### config.mk
export PLATFORM = sky130hd
export DESIGN_NAME = srps_top
export DESIGN_NICKNAME = d
export VERILOG_FILES = /design/src/rtl/srps_pkg.sv /design/src/rtl/srps_top.sv
export SDC_FILE = /design/constraint.sdc
export NUM_CORES = 1
export LEC_CHECK = 0
export BUFFER_PORTS_ARGS = -buffer_cell sky130_fd_sc_hd__buf_4
export CAP_MARGIN = 20
export CORE_MARGIN = 1
export CORE_UTILIZATION = 42
export CTS_CLUSTER_SIZE = 16
export DETAILED_ROUTE_END_ITERATION = 10
export GPL_TIMING_DRIVEN = 1
export PLACE_DENSITY = 0.74
export SETUP_SLACK_MARGIN = 0.15
export SLEW_MARGIN = 20
export SYNTH_ARGS = -nofsm -noshare
export SYNTH_HDL_FRONTEND = slang
export SYNTH_SLANG_ARGS = --single-unit
### constraint.sdc
create_clock -name pclk -period 2.3 [get_ports pclk]
set_input_delay 0.46 -clock pclk [delete_from_list [all_inputs] [get_ports pclk]]
set_output_delay 0.46 -clock pclk [all_outputs]
set_load 0.05 [all_outputs]
### src/rtl/srps_pkg.sv
// Purpose: Constants and types for the sequencer run/pause source select block
// Assumes: One clock pclk at 10 MHz, asynchronous active-low reset presetn
// Notes: Contract
package srps_pkg;
    localparam int DI_COUNT = 5;
    localparam int TF_COUNT = 4;
    localparam logic [11:0] OFS_CFG = 12'h000;
    localparam logic [11:0] OFS_FORCE = 12'h004;
    localparam logic [11:0] OFS_STATUS = 12'h008;
    localparam int CFG_ACT_POS = 0;
    localparam int CFG_HOLD_POS = 8;
    localparam int CFG_REW_POS = 16;
    localparam int CFG_PERMIT_POS = 24;
    localparam int STS_STEP_POS = 0;
    localparam int STS_STATE_POS = 8;
    localparam int STS_MOTOR_POS = 12;
    localparam int STS_TIMER_POS = 16;
    localparam logic signed [4:0] SEL_NONE = 5'sh00;
    localparam logic signed [4:0] ACT_MOTOR = 5'sh06;
    localparam logic signed [4:0] ACT_TF_FIRST = 5'sh07;
    localparam logic signed [4:0] ACT_ALWAYS = 5'sh0b;
    localparam logic signed [4:0] HOLD_ALWAYS = 5'sh06;
    localparam logic signed [4:0] REW_ONESHOT = 5'sh06;
    localparam logic [3:0] STEP_FIRST = 4'h1;
    localparam logic [3:0] STEP_LAST = 4'h8;
    localparam logic [15:0] TIMER_RESET = 16'h0000;
    localparam logic [31:0] RDATA_RESET = 32'h0000_0000;
    typedef enum logic [1:0] {ST_STOPPED, ST_ALWAYS_ON, ST_PAUSED} srps_state_type;
    typedef struct packed {
        logic permit;
        logic signed [4:0] rewind;
        logic signed [4:0] hold;
        logic signed [4:0] act;
    } srps_cfg_type;
    typedef struct packed {
        logic relay;
        logic transistor;
        logic [15:0] analog;
    } srps_out_type;
    localparam srps_cfg_type CFG_RESET = '{permit: 1'b0, rewind: SEL_NONE, hold: SEL_NONE, act: SEL_NONE};
    localparam srps_out_type OUT_RESET = '{relay: 1'b0, transistor: 1'b0, analog: 16'h0000};
endpackage

### src/rtl/srps_top.sv
// Purpose: Activation, pause, rewind and override control of a step sequencer
// Assumes: APB slave, zero wait states; schedule and motor inputs are on pclk
// Notes: Read data is captured in the setup cycle
//
// Local design decisions: the register addresses and the APB slave port.
module srps_top import srps_pkg::*; (
    input wire logic pclk,
    input wire logic presetn,
    input wire logic psel,
    input wire logic penable,
    input wire logic pwrite,
    input wire logic [11:0] paddr,
    input wire logic [31:0] pwdata,
    output logic [31:0] prdata,
    output logic pready,
    output logic pslverr,
    input wire logic [DI_COUNT-1:0] digital_input,
    input wire logic [TF_COUNT-1:0] schedule_function,
    input wire logic motor_started,
    input wire logic run_permit,
    input wire logic start_request,
    input wire logic step_advance,
    input wire srps_out_type step_values,
    output srps_out_type step_outputs,
    output logic [15:0] step_timer,
    output logic [3:0] current_step_index,
    output logic motor_start,
    output logic sequencer_always_on
);
    function automatic logic srps_di_level(input logic signed [4:0] sel, input logic [DI_COUNT-1:0] di);
        logic r;
        r = 1'b0;
        // Selector codes outside -5..5 fall through as inactive
        for (int i = 0; i < DI_COUNT; i++) begin
            if (int'(sel) == i + 1) begin
                r = di[i];
            end
            if (int'(sel) == -(i + 1)) begin
                r = ~di[i];
            end
        end
        return r;
    endfunction

    // Fields are placed by part-select so a signed code cannot spill into its neighbours
    function automatic logic [31:0] srps_cfg_word(input srps_cfg_type c);
        logic [31:0] w;
        w = RDATA_RESET;
        w[CFG_ACT_POS +: 5] = c.act;
        w[CFG_HOLD_POS +: 5] = c.hold;
        w[CFG_REW_POS +: 5] = c.rewind;
        w[CFG_PERMIT_POS] = c.permit;
        return w;
    endfunction

    function automatic logic [31:0] srps_status_word(input logic [3:0] step, input srps_state_type st,
        input logic motor, input logic [15:0] tmr);
        logic [31:0] w;
        w = RDATA_RESET;
        w[STS_STEP_POS +: 4] = step;
        w[STS_STATE_POS +: 2] = st;
        w[STS_MOTOR_POS] = motor;
        w[STS_TIMER_POS +: 16] = tmr;
        return w;
    endfunction

    function automatic logic [1:0] srps_reg_sel(input logic [11:0] a);
        unique case (a)
            OFS_CFG: return 2'h0;
            OFS_FORCE: return 2'h1;
            OFS_STATUS: return 2'h2;
            default: return 2'h3;
        endcase
    endfunction

    logic [DI_COUNT-1:0] di_meta_q, di_sync_q;
    srps_cfg_type cfg_q, cfg_d;
    logic [3:0] force_val_q, force_val_d;
    logic force_pend_q, force_pend_d;
    logic [31:0] prdata_q, prdata_d;
    logic pready_q, pready_d, pslverr_q, pslverr_d;
    srps_state_type state_q, state_d;
    logic [3:0] step_q, step_d;
    logic [15:0] timer_q, timer_d;
    srps_out_type outs_q, outs_d;
    logic motor_q, motor_d;
    logic always_on_q, always_on_d;
    logic act_lvl, hold_lvl, rew_lvl, setup, access, wr, force_ok, pause_br;
    logic [1:0] rsel;

    // Two flops before any logic sees a digital input pin
    always_ff @(posedge pclk or negedge presetn) begin
        if (!presetn) begin
            di_meta_q <= '0;
            di_sync_q <= '0;
        end else begin
            di_meta_q <= digital_input;
            di_sync_q <= di_meta_q;
        end
    end

    always_comb begin
        act_lvl = srps_di_level(cfg_q.act, di_sync_q);
        if (cfg_q.act == ACT_MOTOR) act_lvl = motor_started;
        for (int i = 0; i < TF_COUNT; i++) begin
            if (int'(cfg_q.act) == int'(ACT_TF_FIRST) + i) act_lvl = schedule_function[i];
        end
        if (cfg_q.act == ACT_ALWAYS) act_lvl = 1'b1;
        hold_lvl = srps_di_level(cfg_q.hold, di_sync_q) | (cfg_q.hold == HOLD_ALWAYS);
        rew_lvl = srps_di_level(cfg_q.rewind, di_sync_q) | (cfg_q.rewind == REW_ONESHOT);
    end

    // Register bus
    always_comb begin
        setup = psel & ~penable;
        access = psel & penable & pready_q;
        wr = access & pwrite;
        rsel = srps_reg_sel(paddr);
        pready_d = setup;
        pslverr_d = setup & (rsel == 2'h3);
        prdata_d = RDATA_RESET;
        if (setup & ~pwrite) begin
            unique case (rsel)
                2'h0: prdata_d = srps_cfg_word(cfg_q);
                2'h1: prdata_d = {28'h000_0000, force_val_q};
                2'h2: prdata_d = srps_status_word(step_q, state_q, motor_q, timer_q);
                2'h3: prdata_d = RDATA_RESET;
            endcase
        end
        cfg_d = cfg_q;
        // One-shot rewind field falls back to none after one cycle
        if (cfg_q.rewind == REW_ONESHOT) cfg_d.rewind = SEL_NONE;
        force_val_d = force_val_q;
        force_pend_d = 1'b0;
        if (wr && rsel == 2'h0) begin
            cfg_d.act = pwdata[CFG_ACT_POS +: 5];
            cfg_d.hold = pwdata[CFG_HOLD_POS +: 5];
            cfg_d.rewind = pwdata[CFG_REW_POS +: 5];
            cfg_d.permit = pwdata[CFG_PERMIT_POS];
        end
        if (wr && rsel == 2'h1) begin
            force_val_d = pwdata[3:0];
            force_pend_d = 1'b1;
        end
    end

    always_ff @(posedge pclk or negedge presetn) begin
        if (!presetn) begin
            cfg_q <= CFG_RESET;
            force_val_q <= STEP_FIRST;
            force_pend_q <= 1'b0;
            prdata_q <= RDATA_RESET;
            pready_q <= 1'b0;
            pslverr_q <= 1'b0;
        end else begin
            cfg_q <= cfg_d;
            force_val_q <= force_val_d;
            force_pend_q <= force_pend_d;
            prdata_q <= prdata_d;
            pready_q <= pready_d;
            pslverr_q <= pslverr_d;
        end
    end

    // Sequencer control; stop paths come first so loss beats pause
    always_comb begin
        state_d = state_q;
        step_d = step_q;
        timer_d = timer_q;
        outs_d = outs_q;
        pause_br = 1'b0;
        force_ok = 1'b0;
        if (!cfg_q.permit) begin
            state_d = ST_STOPPED;
            step_d = STEP_FIRST;
            timer_d = TIMER_RESET;
            outs_d = OUT_RESET;
        end else if (!act_lvl) begin
            state_d = ST_STOPPED;
            timer_d = TIMER_RESET;
            outs_d = OUT_RESET;
            if (rew_lvl) step_d = STEP_FIRST;
        end else if (hold_lvl) begin
            state_d = ST_PAUSED;
            pause_br = 1'b1;
            force_ok = force_pend_q && state_q == ST_PAUSED && force_val_q >= STEP_FIRST && force_val_q <= STEP_LAST;
            if (force_ok) step_d = force_val_q;
        end else begin
            state_d = ST_ALWAYS_ON;
            timer_d = timer_q + 16'h0001;
            outs_d = step_values;
            if (step_advance && state_q == ST_ALWAYS_ON) begin
                step_d = (step_q >= STEP_LAST) ? STEP_FIRST : step_q + 4'h1;
                timer_d = TIMER_RESET;
            end
        end
        motor_d = (state_d == ST_ALWAYS_ON) & start_request & run_permit;
        // Registered copy so the always_on flag leaves a flop, not a decoder
        always_on_d = (state_d == ST_ALWAYS_ON);
    end

    always_ff @(posedge pclk or negedge presetn) begin
        if (!presetn) begin
            state_q <= ST_STOPPED;
            step_q <= STEP_FIRST;
            timer_q <= TIMER_RESET;
            outs_q <= OUT_RESET;
            motor_q <= 1'b0;
            always_on_q <= 1'b0;
        end else begin
            state_q <= state_d;
            step_q <= step_d;
            timer_q <= timer_d;
            outs_q <= outs_d;
            motor_q <= motor_d;
            always_on_q <= always_on_d;
        end
    end

    always_comb begin
        prdata = prdata_q;
        pready = pready_q;
        pslverr = pslverr_q;
        step_outputs = outs_q;
        step_timer = timer_q;
        current_step_index = step_q;
        motor_start = motor_q;
        sequencer_always_on = always_on_q;
    end
endmodule // srps_top

==> metrics.txt, run 1 <==
vias in the first global route=between 4000 and 5000; count leader, synth=dfrtp_1; unrepaired setup endpoints after global routing=false; largest net degree at the start of global routing=48; crit-path cells=buf_4 -> nor3b_2 -> o31a_1 -> nor2_1 -> a22o_4 -> or4b_1 -> o211ai_2; Core ar.=11030 sq um; M1 GR Usage=28.48%; Global Route met2 Usage=38.10%; first-pass GRT wire length=20630 um; worst slew pin tran=about 0.73 ns; Max Slew Vio Count=0; Tot GR Track Use=22.56%; Final Non-Filler Cells=753; cts-stage hold buffer count=0; FP Rows=38; cell family with most CP delay=simple AND/OR/NAND/NOR gates; Via Count=4216; CTS H-tree depth=3; relative slew slack=51.06%; starting DRC count in detailed routing=216; via/cell ratio=5.599; Area contributors post-synth=dfrtp_1 51%, nand2_1 4.7%, a21oi_1 4.3%; FMAX=0.4883 GHz; antenna-violating nets left=0; post-synthesis sequential area ratio=between 50 and 60%; placed cell count=738; Antenna Cells=0; total congestion overflow=0; initial antenna violation count=0; dpl hpwl=9254 um; P_sw=0.7592 mW; Worst R2R Path Depth=7; Layout Skew=0.006670 ns; Worst Path Buf+Inv=1; CP startpoint kind=register; clk sink count=slightly above 100; Synth Warn #=0; die area=11970 sq um; drt drc=0; final WL=~13000 um; mapped cell area=4843 sq um; instance count on the critical path=7; First-pass DRT Iterations=5; Setup-failing EPs final=0; Starting Density=43.91%; P&R area growth vs syn=31.46%; top cell type's share of synthesized area=between 50% and 60%; crit path capture type=register; period utilisation layout=89.05%; GR Layer Usage met3=around 4.1%; LEAKAGE=around 3.1 nW; count of flip-flops with a built-in enable after synthesis=0; Req. time, crit path=2.57 ns; Post-synth ARST share=100.0%; CP peak stage delay=about 0.47 ns; peak supply drop=between 0.0002 and 0.0003 V; # Max-Cap Violations=0; final layout net count=694; final hold violation count=0; layer with the highest usage=met2; PortBufs=131; RD Place Congestion=0.8503; cells after synthesis=476; Synth area leader=dfrtp_1; Flop pwr share=between 50% and 60%; Seq cells post-synth=101; internal cell power=2.669 mW; num ports=154; Placement Cell Area=about 6000 sq um; top_reg_cell synth=dfrtp_1; CTS buffer count=9; overall die height=109.4 um; critical path class=reg -> reg; syn_area_per_cell=10.18 sq um; CTS tree=yes; Worst path slowest cell=dfrtp_2; clock buffer depth=2; fillers=942; post-route cell area=6367 sq um; maximum fanout along the worst path=8; Routed wire per std cell=about 17 um; Die X-Extent=109.4 um; Hold Crit Class=in -> async; share of cells above drive strength 1=between 30% and 40%; post-layout min period=~2.0 ns; setup_tns=0 ns; clock root buffer=clkbuf_16; status=finished clean; clk_lat worst skew=0.34 ns; Switching Share=between 20% and 30%; pwr/cell area=538.4 nW/um^2; most common library cells after synthesis=99 x dfrtp_1, 61 x nand2_1, 43 x nor2_1; Unique masters post-synth=67; Comb power frac=6.6%; Tot Pwr=3.428 mW; arrival time at the worst endpoint=2.32 ns; clock-pin slew on the worst setup and hold paths=0.07 ns; proportion of power drawn by the clock network=between 40 and 50%
==> power by group through the flow <==
| stage | Combinational [mW] | Clock, mW | Sequential [mW] |
|---|---|---|---|
| after detailed placement | 0.226 | 0 | 1.84 |
| after CTS | 0.227 | 1.42 | 1.81 |
| after floorplan | 0.0711 | 0 | 1.85 |
| after global placement | 0.219 | 0 | 1.84 |
| final | 0.226 | 1.40 | 1.81 |
| after global routing | 0.249 | 1.50 | 1.81 |
==> worst paths after layout <==
| check | slack, ns | startpoint | endpoint |
|---|---|---|---|
| max | 0.25 | cfg_q[0] | current_step_index[2] |
| min | 0.06 | presetn | cfg_q[14] |
| max reg2reg | 0.25 | cfg_q[0] | current_step_index[2] |
| max in group asynchronous | 1.58 | presetn | prdata[16] |
| min in group pclk | 0.23 | digital_input[2] | di_meta_q[2] |
| min reg2reg | 0.35 | di_meta_q[4] | di_sync_q[4] |
==> per-stage QoR <==
step | hold slack [ns] | util [%] | setup WS, ns
2_1_floorplan | 0.1644 | - | 0.1960
3_3_place_gp | 0.3353 | 54.59 | 0.1663
3_5_place_dp | 0.3356 | 54.59 | 0.1131
4_1_cts | 0.07655 | 57.07 | 0.1493
5_1_grt | 0.09295 | 57.72 | 0.1603
6_report | 0.06131 | 57.72 | 0.2519
==> layer usage <==
metal,part of all wire (%),vias to the layer above
met1,41,2051
met4,1.6,0
met3,8.0,21
li1,-,1964
met2,49,180
met5,0,-
==> flip-flops by register name (all words and copies together), names as in the netlist, 2 cells and up <==
name	cells
di_meta_q	5
di_sync_q	5
step_outputs	18
current_step_index	4
state_q	2
prdata	26
step_timer	16
cfg_q	16
force_val_q	4
==> what timing repair did <==
| item | 4_1_cts | 5_1_grt |
|---|---|---|
| setup endpoints to repair | 4 | 22 |
| resized for setup | 2 | 12 |
| pin swaps | 0 | 3 |
| setup buffers | 0 | 2 |
==> cell families (layout without fill, tap and decap cells) <==
logic type | count (synthesis) | count (layout) | share of synthesized area (%)
multiplexers | 23 | 23 | 5.296
adder cells (fa/ha/maj) | 3 | 3 | 0.7751
buffers and inverters | 41 | 173 | 4.856
flip-flops | 101 | 101 | 52.23
XOR/XNOR | 1 | 1 | 0.1809
AO/OA/AOI/OAI | 115 | 115 | 16.38
AND/OR/NAND/NOR | 191 | 191 | 20.20
other | 1 | 6 | 0.07743
==> layout make-up <==
cell class	instances	area [sq um]	share of cell area (%)
clock inverter	1	8.758	0.1376
multi-input combinational	339	2172	34.11
timing repair buffer	151	1184	18.59
inverter	9	33.78	0.5306
sequential	101	2537	39.85
tap	140	175.2	2.751
clock buffer	12	256.5	4.028
==> worst register-to-register path: cells and delay by family, from the launching register on <==
family | cells | cell delay, ns
AO/OA/AOI/OAI | 3 | 0.58
buffers and inverters | 1 | 0.18
flip-flops | 1 | 0.47
AND/OR/NAND/NOR | 3 | 0.75
==> cell usage in the layout, fill, tap and decap left out, types with 3 or more instances in the layout <==
master     count
a21oi_1       42
a222oi_1       5
a22oi_1       10
a31oi_1        5
and2_1         5
and3_1        19
buf_12         4
buf_4        147
clkbuf_16      9
conb_1         6
dfrtp_1       93
dfrtp_2        6
ha_1           3
inv_1          9
mux2_1         4
mux2_2        13
mux2i_1        5
nand2_1       61
nand2b_1       5
nand3_1        8
nand3b_1      10
nand4_1        4
nor2_1        42
nor2b_1        4
nor3_1         4
nor3b_2        4
o21ai_0       20
o22ai_1        3
or3_1          7
Power figures use the tool's default switching activity.
==> run 2: changes to the inputs <==
--- a/config.mk
+++ b/config.mk
@@ -5,7 +5,7 @@
 export SDC_FILE = /design/constraint.sdc
 export NUM_CORES = 1
 export LEC_CHECK = 0
-export BUFFER_PORTS_ARGS = -buffer_cell sky130_fd_sc_hd__buf_4
+export BUFFER_PORTS_ARGS = -buffer_cell sky130_fd_sc_hd__buf_2
 export CAP_MARGIN = 20
 export CORE_MARGIN = 1
 export CORE_UTILIZATION = 42
==> run 2 against run 1 <==
Effect of this change:
- clock-buffer cell count down 3
- cell area is 4.9% lower
- cell count is 0.27% higher
- maximum frequency fell by 2.0%
- global-route usage decreased by 0.084 points
- hold slack worse by 0.0073 ns
- critical endpoint is now motor_start
- largest power group unchanged
- core utilization down 2.8 points
- sequential power about the same
==> metrics.txt, run 2 (synthesis results as in run 1) <==
unrepaired setup endpoints after global routing=true; dpl hpwl=8838 um; FP Rows=38; Req. time, crit path=2.59 ns; initial antenna violation count=0; worst r2r src=cfg_q[0]; crit path capture=motor_start; worst setup path startpoint=cfg_q[0]; CP startpoint kind=register; First-pass DRT Iterations=5; Worst R2R Path Depth=8; # Max-Cap Violations=0; status=finished clean; pwr/cell area=593.2 nW/um^2; clock-pin slew on the worst setup and hold paths=0.07 ns; Reg2Reg Capture Point=motor_start; vias in the first global route=slightly above 4000; most frequent cells in the layout=130 x buf_2, 93 x dfrtp_1, 61 x nand2_1; final core occ=54.91%; peak supply drop=0.0004719 V; critical path class=reg -> reg; relative slew slack=53.95%; via/cell ratio=5.612; Tot Pwr=3.593 mW; Die X-Extent=109.4 um; Routed wire per std cell=16.76 um; Placement Cell Area=5682 sq um; clock root buffer=clkbuf_16; RD Place Congestion=0.8540; first-pass GRT wire length=20520 um; starting DRC count in detailed routing=around 310; LEAKAGE=3.006 nW; drt drc=0; FMAX=0.4783 GHz; post-route cell area=6057 sq um; cts-stage hold buffer count=0; maximum fanout along the worst path=20; max FFs per register=26; CTS buffer count=9; placed cell count=736; num ports=154; setup_tns=0 ns; total congestion overflow=0; period utilisation layout=90.89%; clk sink count=101; Max Slew Vio Count=0; Final Non-Filler Cells=755; clock buffer depth=2; antenna-violating nets left=0; Placement Setup Slack=between 0.1 and 0.15 ns; Tot GR Track Use=22.48%; overall die height=109.4 um; CTS H-tree depth=3; CTS tree=yes; Core ar.=11030 sq um; post-layout min period=2.091 ns; Antenna Cells=0; crit path capture type=register; P&R area growth vs syn=25.06%; final worst slack=0.2095 ns; Via Count=4237; Starting Density=43.91%; arrival time at the worst endpoint=between 2 and 2.5 ns; die area=approximately 12000 sq um; R2R Setup Slk=0.21 ns; commonest non-fill, non-tap cell in the layout=buf_2; final layout net count=~700; largest net degree at the start of global routing=46; Layout Skew=0.009913 ns; final hold violation count=0; clk_lat worst skew=0.34 ns; PortBufs=131; share of cells above drive strength 1=34.15%; Hold Crit Class=in -> async; Setup-failing EPs final=0; final WL=roughly 13000 um; WHS=0.05403 ns; worst slew pin tran=0.6882 ns
## run 2: cell types whose count changed in the layout (fill, tap and decap cells not counted), sizes merged
cell      change
bufinv        +1
clkinvlp      +1
inv           +4
buf           -1
clkbuf        -3
## run 2: how the worst min path moves through the flow
stage	startpoint	end	slack, ns
global route	presetn	di_meta_q[4]	0.07
global placement	di_meta_q[3]	di_sync_q[3]	0.33
detailed placement	di_meta_q[3]	di_sync_q[3]	0.34
finish	presetn	di_meta_q[4]	0.05
floorplan	presetn	cfg_q[0]	0.16
CTS	presetn	di_meta_q[4]	0.07
## run 2: cell type report
class	count	area, sq um
Tap cell	140	175.2
Sequential cell	101	2537
Inverter	9	33.78
Clock inverter	7	88.84
Clock buffer	9	225.2
Fill cell	991	4974
Multi-Input combinational cell	339	2146
Timing Repair Buffer	150	850.8
## run 2: power breakdown
group          total (mW)  switching, mW  internal (mW)
Clock                1.60          0.725          0.873
Sequential           1.80         0.0160           1.79
Combinational       0.191          0.123         0.0687
## run 2: what timing repair did
action / 4_1_cts / 5_1_grt
gates resized for setup: 2 / 11
buffers inserted: 0 / 3
pin swaps: 0 / 1
endpoints found under the hold margin: 0 / 0
gates cloned: 0 / 0
endpoints found under the setup margin: 16 / 30
## run 2: worst max-delay path, stage by stage (launching register included)
cell and delay [ns]:
dfrtp_2 0.49, buf_4 0.19, nor3b_2 0.16, o31a_1 0.32, nor3_1 0.18, a32oi_2 0.12, buf_12 0.20, nor2_1 0.18
and3_1 0.19
## run 2: per-layer routing
metal	vias up	GRT usage, %	share of wire (%)
met4	0	7.619	1.3
met3	16	5.335	8.0
li1	1963	-	-
met2	210	36.61	48
met5	-	0	0
met1	2048	29.43	42
==> run 3: changes to the inputs <==
--- a/config.mk
+++ b/config.mk
@@ -5,6 +5,7 @@
 export SDC_FILE = /design/constraint.sdc
 export NUM_CORES = 1
 export LEC_CHECK = 0
+export ABC_AREA = 1
 export BUFFER_PORTS_ARGS = -buffer_cell sky130_fd_sc_hd__buf_2
 export CAP_MARGIN = 20
 export CORE_MARGIN = 1
==> run 3 against run 2 <==
Effect of this change:
- first-iteration DRC count down 25%
- clock skew decreased by 0.0016 ns
- routed wire length shrank 2.9%
- core utilization up 0.59 points
- critical path depth is 3 higher
- cell count up 14%
- synthesized area up 0.26%
- total power rose by 9.4%
- non-clock buffer count increased by 9
==> metrics.txt, run 3 <==
status=finished clean; crit-path cells=o21ai_0 -> nand3_1 -> o21ai_1 -> inv_1 -> nand3_4 -> buf_4 -> nor2_1 -> o211ai_2 -> nand2_1 -> nand2_1 -> nand2_1; clock buffer depth=2; peak supply drop=roughly 0.00030 V; pwr/cell area=642.2 nW/um^2; PortBufs=131; FP Rows=38; Layout Skew=0.008269 ns; final hold violation count=0; most used cell, CP=nand2_1; First-pass DRT Iterations=5; P&R area growth vs syn=26.08%; dpl hpwl=8925 um; overall die height=109.5 um; clock-pin slew on the worst setup and hold paths=about 0.07 ns; Via Count=around 4300; LEAKAGE=3.270 nW; RD Place Congestion=0.8561; most common library cells after synthesis=164 x nand2_1, 99 x dfrtp_1, 54 x inv_1; clk_lat worst skew=0.35 ns; Core ar.=11030 sq um; critical path class=reg -> reg; Post-synth ARST share=100.0%; CP peak stage delay=roughly 0.45 ns; cell family with most CP delay=simple AND/OR/NAND/NOR gates; worst slew pin tran=approximately 0.75 ns; post-layout min period=approximately 2 ns; Global Route met2 Usage=between 30% and 40%; cts-stage hold buffer count=0; layer with the highest usage=met2; # Max-Cap Violations=0; Area contributors post-synth=dfrtp_1 51%, nand2_1 13%, inv_1 4.2%; Req. time, crit path=roughly 2.5 ns; post-synthesis sequential area ratio=between 50% and 60%; top_reg_cell synth=dfrtp_1; Die X-Extent=between 100 and 150 um; final core occ=55.50%; syn_area_per_cell=about 8.6 sq um; arrival time at the worst endpoint=2.22 ns; via/cell ratio=5.034; clk sink count=101; Antenna Cells=0; maximum fanout along the worst path=10; CP startpoint kind=register; CTS H-tree depth=3; vias in the first global route=~4200; initial antenna violation count=0; Worst path slowest cell=dfrtp_1; unrepaired setup endpoints after global routing=false; fillers=1030; commonest non-fill, non-tap cell in the layout=nand2_1; Synth Warn #=0; Tot GR Track Use=approximately 22%; relative slew slack=50.21%; M1 GR Usage=between 20% and 30%; first-pass GRT wire length=a little under 20000 um; share of cells above drive strength 1=28.37%; crit path capture type=register; Unique masters post-synth=43; Tot Pwr=3.931 mW; num ports=between 150 and 200; antenna-violating nets left=0; final layout net count=between 700 and 800; drt drc=0; count of flip-flops with a built-in enable after synthesis=0; WHS=0.06505 ns; final WL=12290 um; Hold Crit Class=in -> async; worst setup path startpoint=cfg_q[6]; worst r2r src=cfg_q[6]; GR Layer Usage met3=under 10%; mapped cell area=4856 sq um; Worst Path Buf+Inv=2; top cell type's share of synthesized area=51.02%; most frequent cells in the layout=164 x nand2_1, 130 x buf_2, 97 x dfrtp_1; max FFs per register=26; total congestion overflow=0; die area=12000 sq um; starting DRC count in detailed routing=~230; count leader, synth=nand2_1; clock root buffer=clkbuf_16; period utilisation layout=86.23%; Setup-failing EPs final=0; setup_tns=0 ns; CTS tree=yes; Seq cells post-synth=101; CTS buffer count=9; FMAX=just over 0.5 GHz; cells after synthesis=564; Routed wire per std cell=14.31 um; Synth area leader=dfrtp_1; Max Slew Vio Count=0; Starting Density=44.02%; largest net degree at the start of global routing=35
[run 3: final timing paths]
| path | endpoint | slack [ns] | cells after the start |
|---|---|---|---|
| worst max register to register | current_step_index[3] | 0.32 | 11 |
| max in group asynchronous | step_outputs[7] | 1.57 | 2 |
| worst max-delay path | current_step_index[3] | 0.32 | 11 |
| min in group pclk | di_meta_q[0] | 0.22 | 1 |
| worst min register to register | di_sync_q[4] | 0.35 | 0 |
| worst min-delay path | prdata[27] | 0.07 | 1 |
[run 3: through the flow]
step	area [sq um]	setup WS, ns	instances
final	6122	0.3167	859
after CTS	6003	0.2066	848
after global routing	6122	0.1427	859
after global placement	5677	0.1045	832
after detailed placement	5677	0.05745	832
after floorplan	4875	0.2237	569
[run 3: layout make-up]
type	instances	area [sq um]	area share, %
inverter	62	232.7	3.801
timing repair buffer	159	920.9	15.04
sequential	101	2532	41.37
clock inverter	5	83.83	1.369
multi-input combinational	381	1934	31.60
clock buffer	11	242.7	3.965
tap	140	175.2	2.861
[run 3: power by group]
| part | total (mW) | switching, mW | internal, mW |
|---|---|---|---|
| registers | 1.86 | 0.0397 | 1.82 |
| logic | 0.432 | 0.306 | 0.126 |
| clock network | 1.64 | 0.654 | 0.985 |
| total | 3.93 | 1.00 | 2.93 |
[run 3: what timing repair did]
item,in CTS,in global routing
gates resized for setup,0,8
buffers inserted,0,9
setup endpoints to repair,0,36
[run 3: per-layer routing]
metal | up-vias | part of all wire, %
li1 | 2104 | -
met4 | 0 | 2.4
met3 | 27 | 6.9
met2 | 169 | 47
met5 | - | 0
met1 | 2024 | 43
[run 3: logic make-up (layout without fill, tap and decap cells)]
family | after synthesis | in the layout | synth area share (%)
adder cells (fa/ha/maj) | 3 | 3 | 0.7731
other | 1 | 6 | 0.07723
AND/OR/NAND/NOR | 273 | 274 | 24.71
flip-flops | 101 | 101 | 52.10
multiplexers | 3 | 3 | 0.9275
AO/OA/AOI/OAI | 81 | 81 | 9.894
buffers and inverters | 88 | 237 | 8.992
XOR/XNOR | 14 | 14 | 2.525
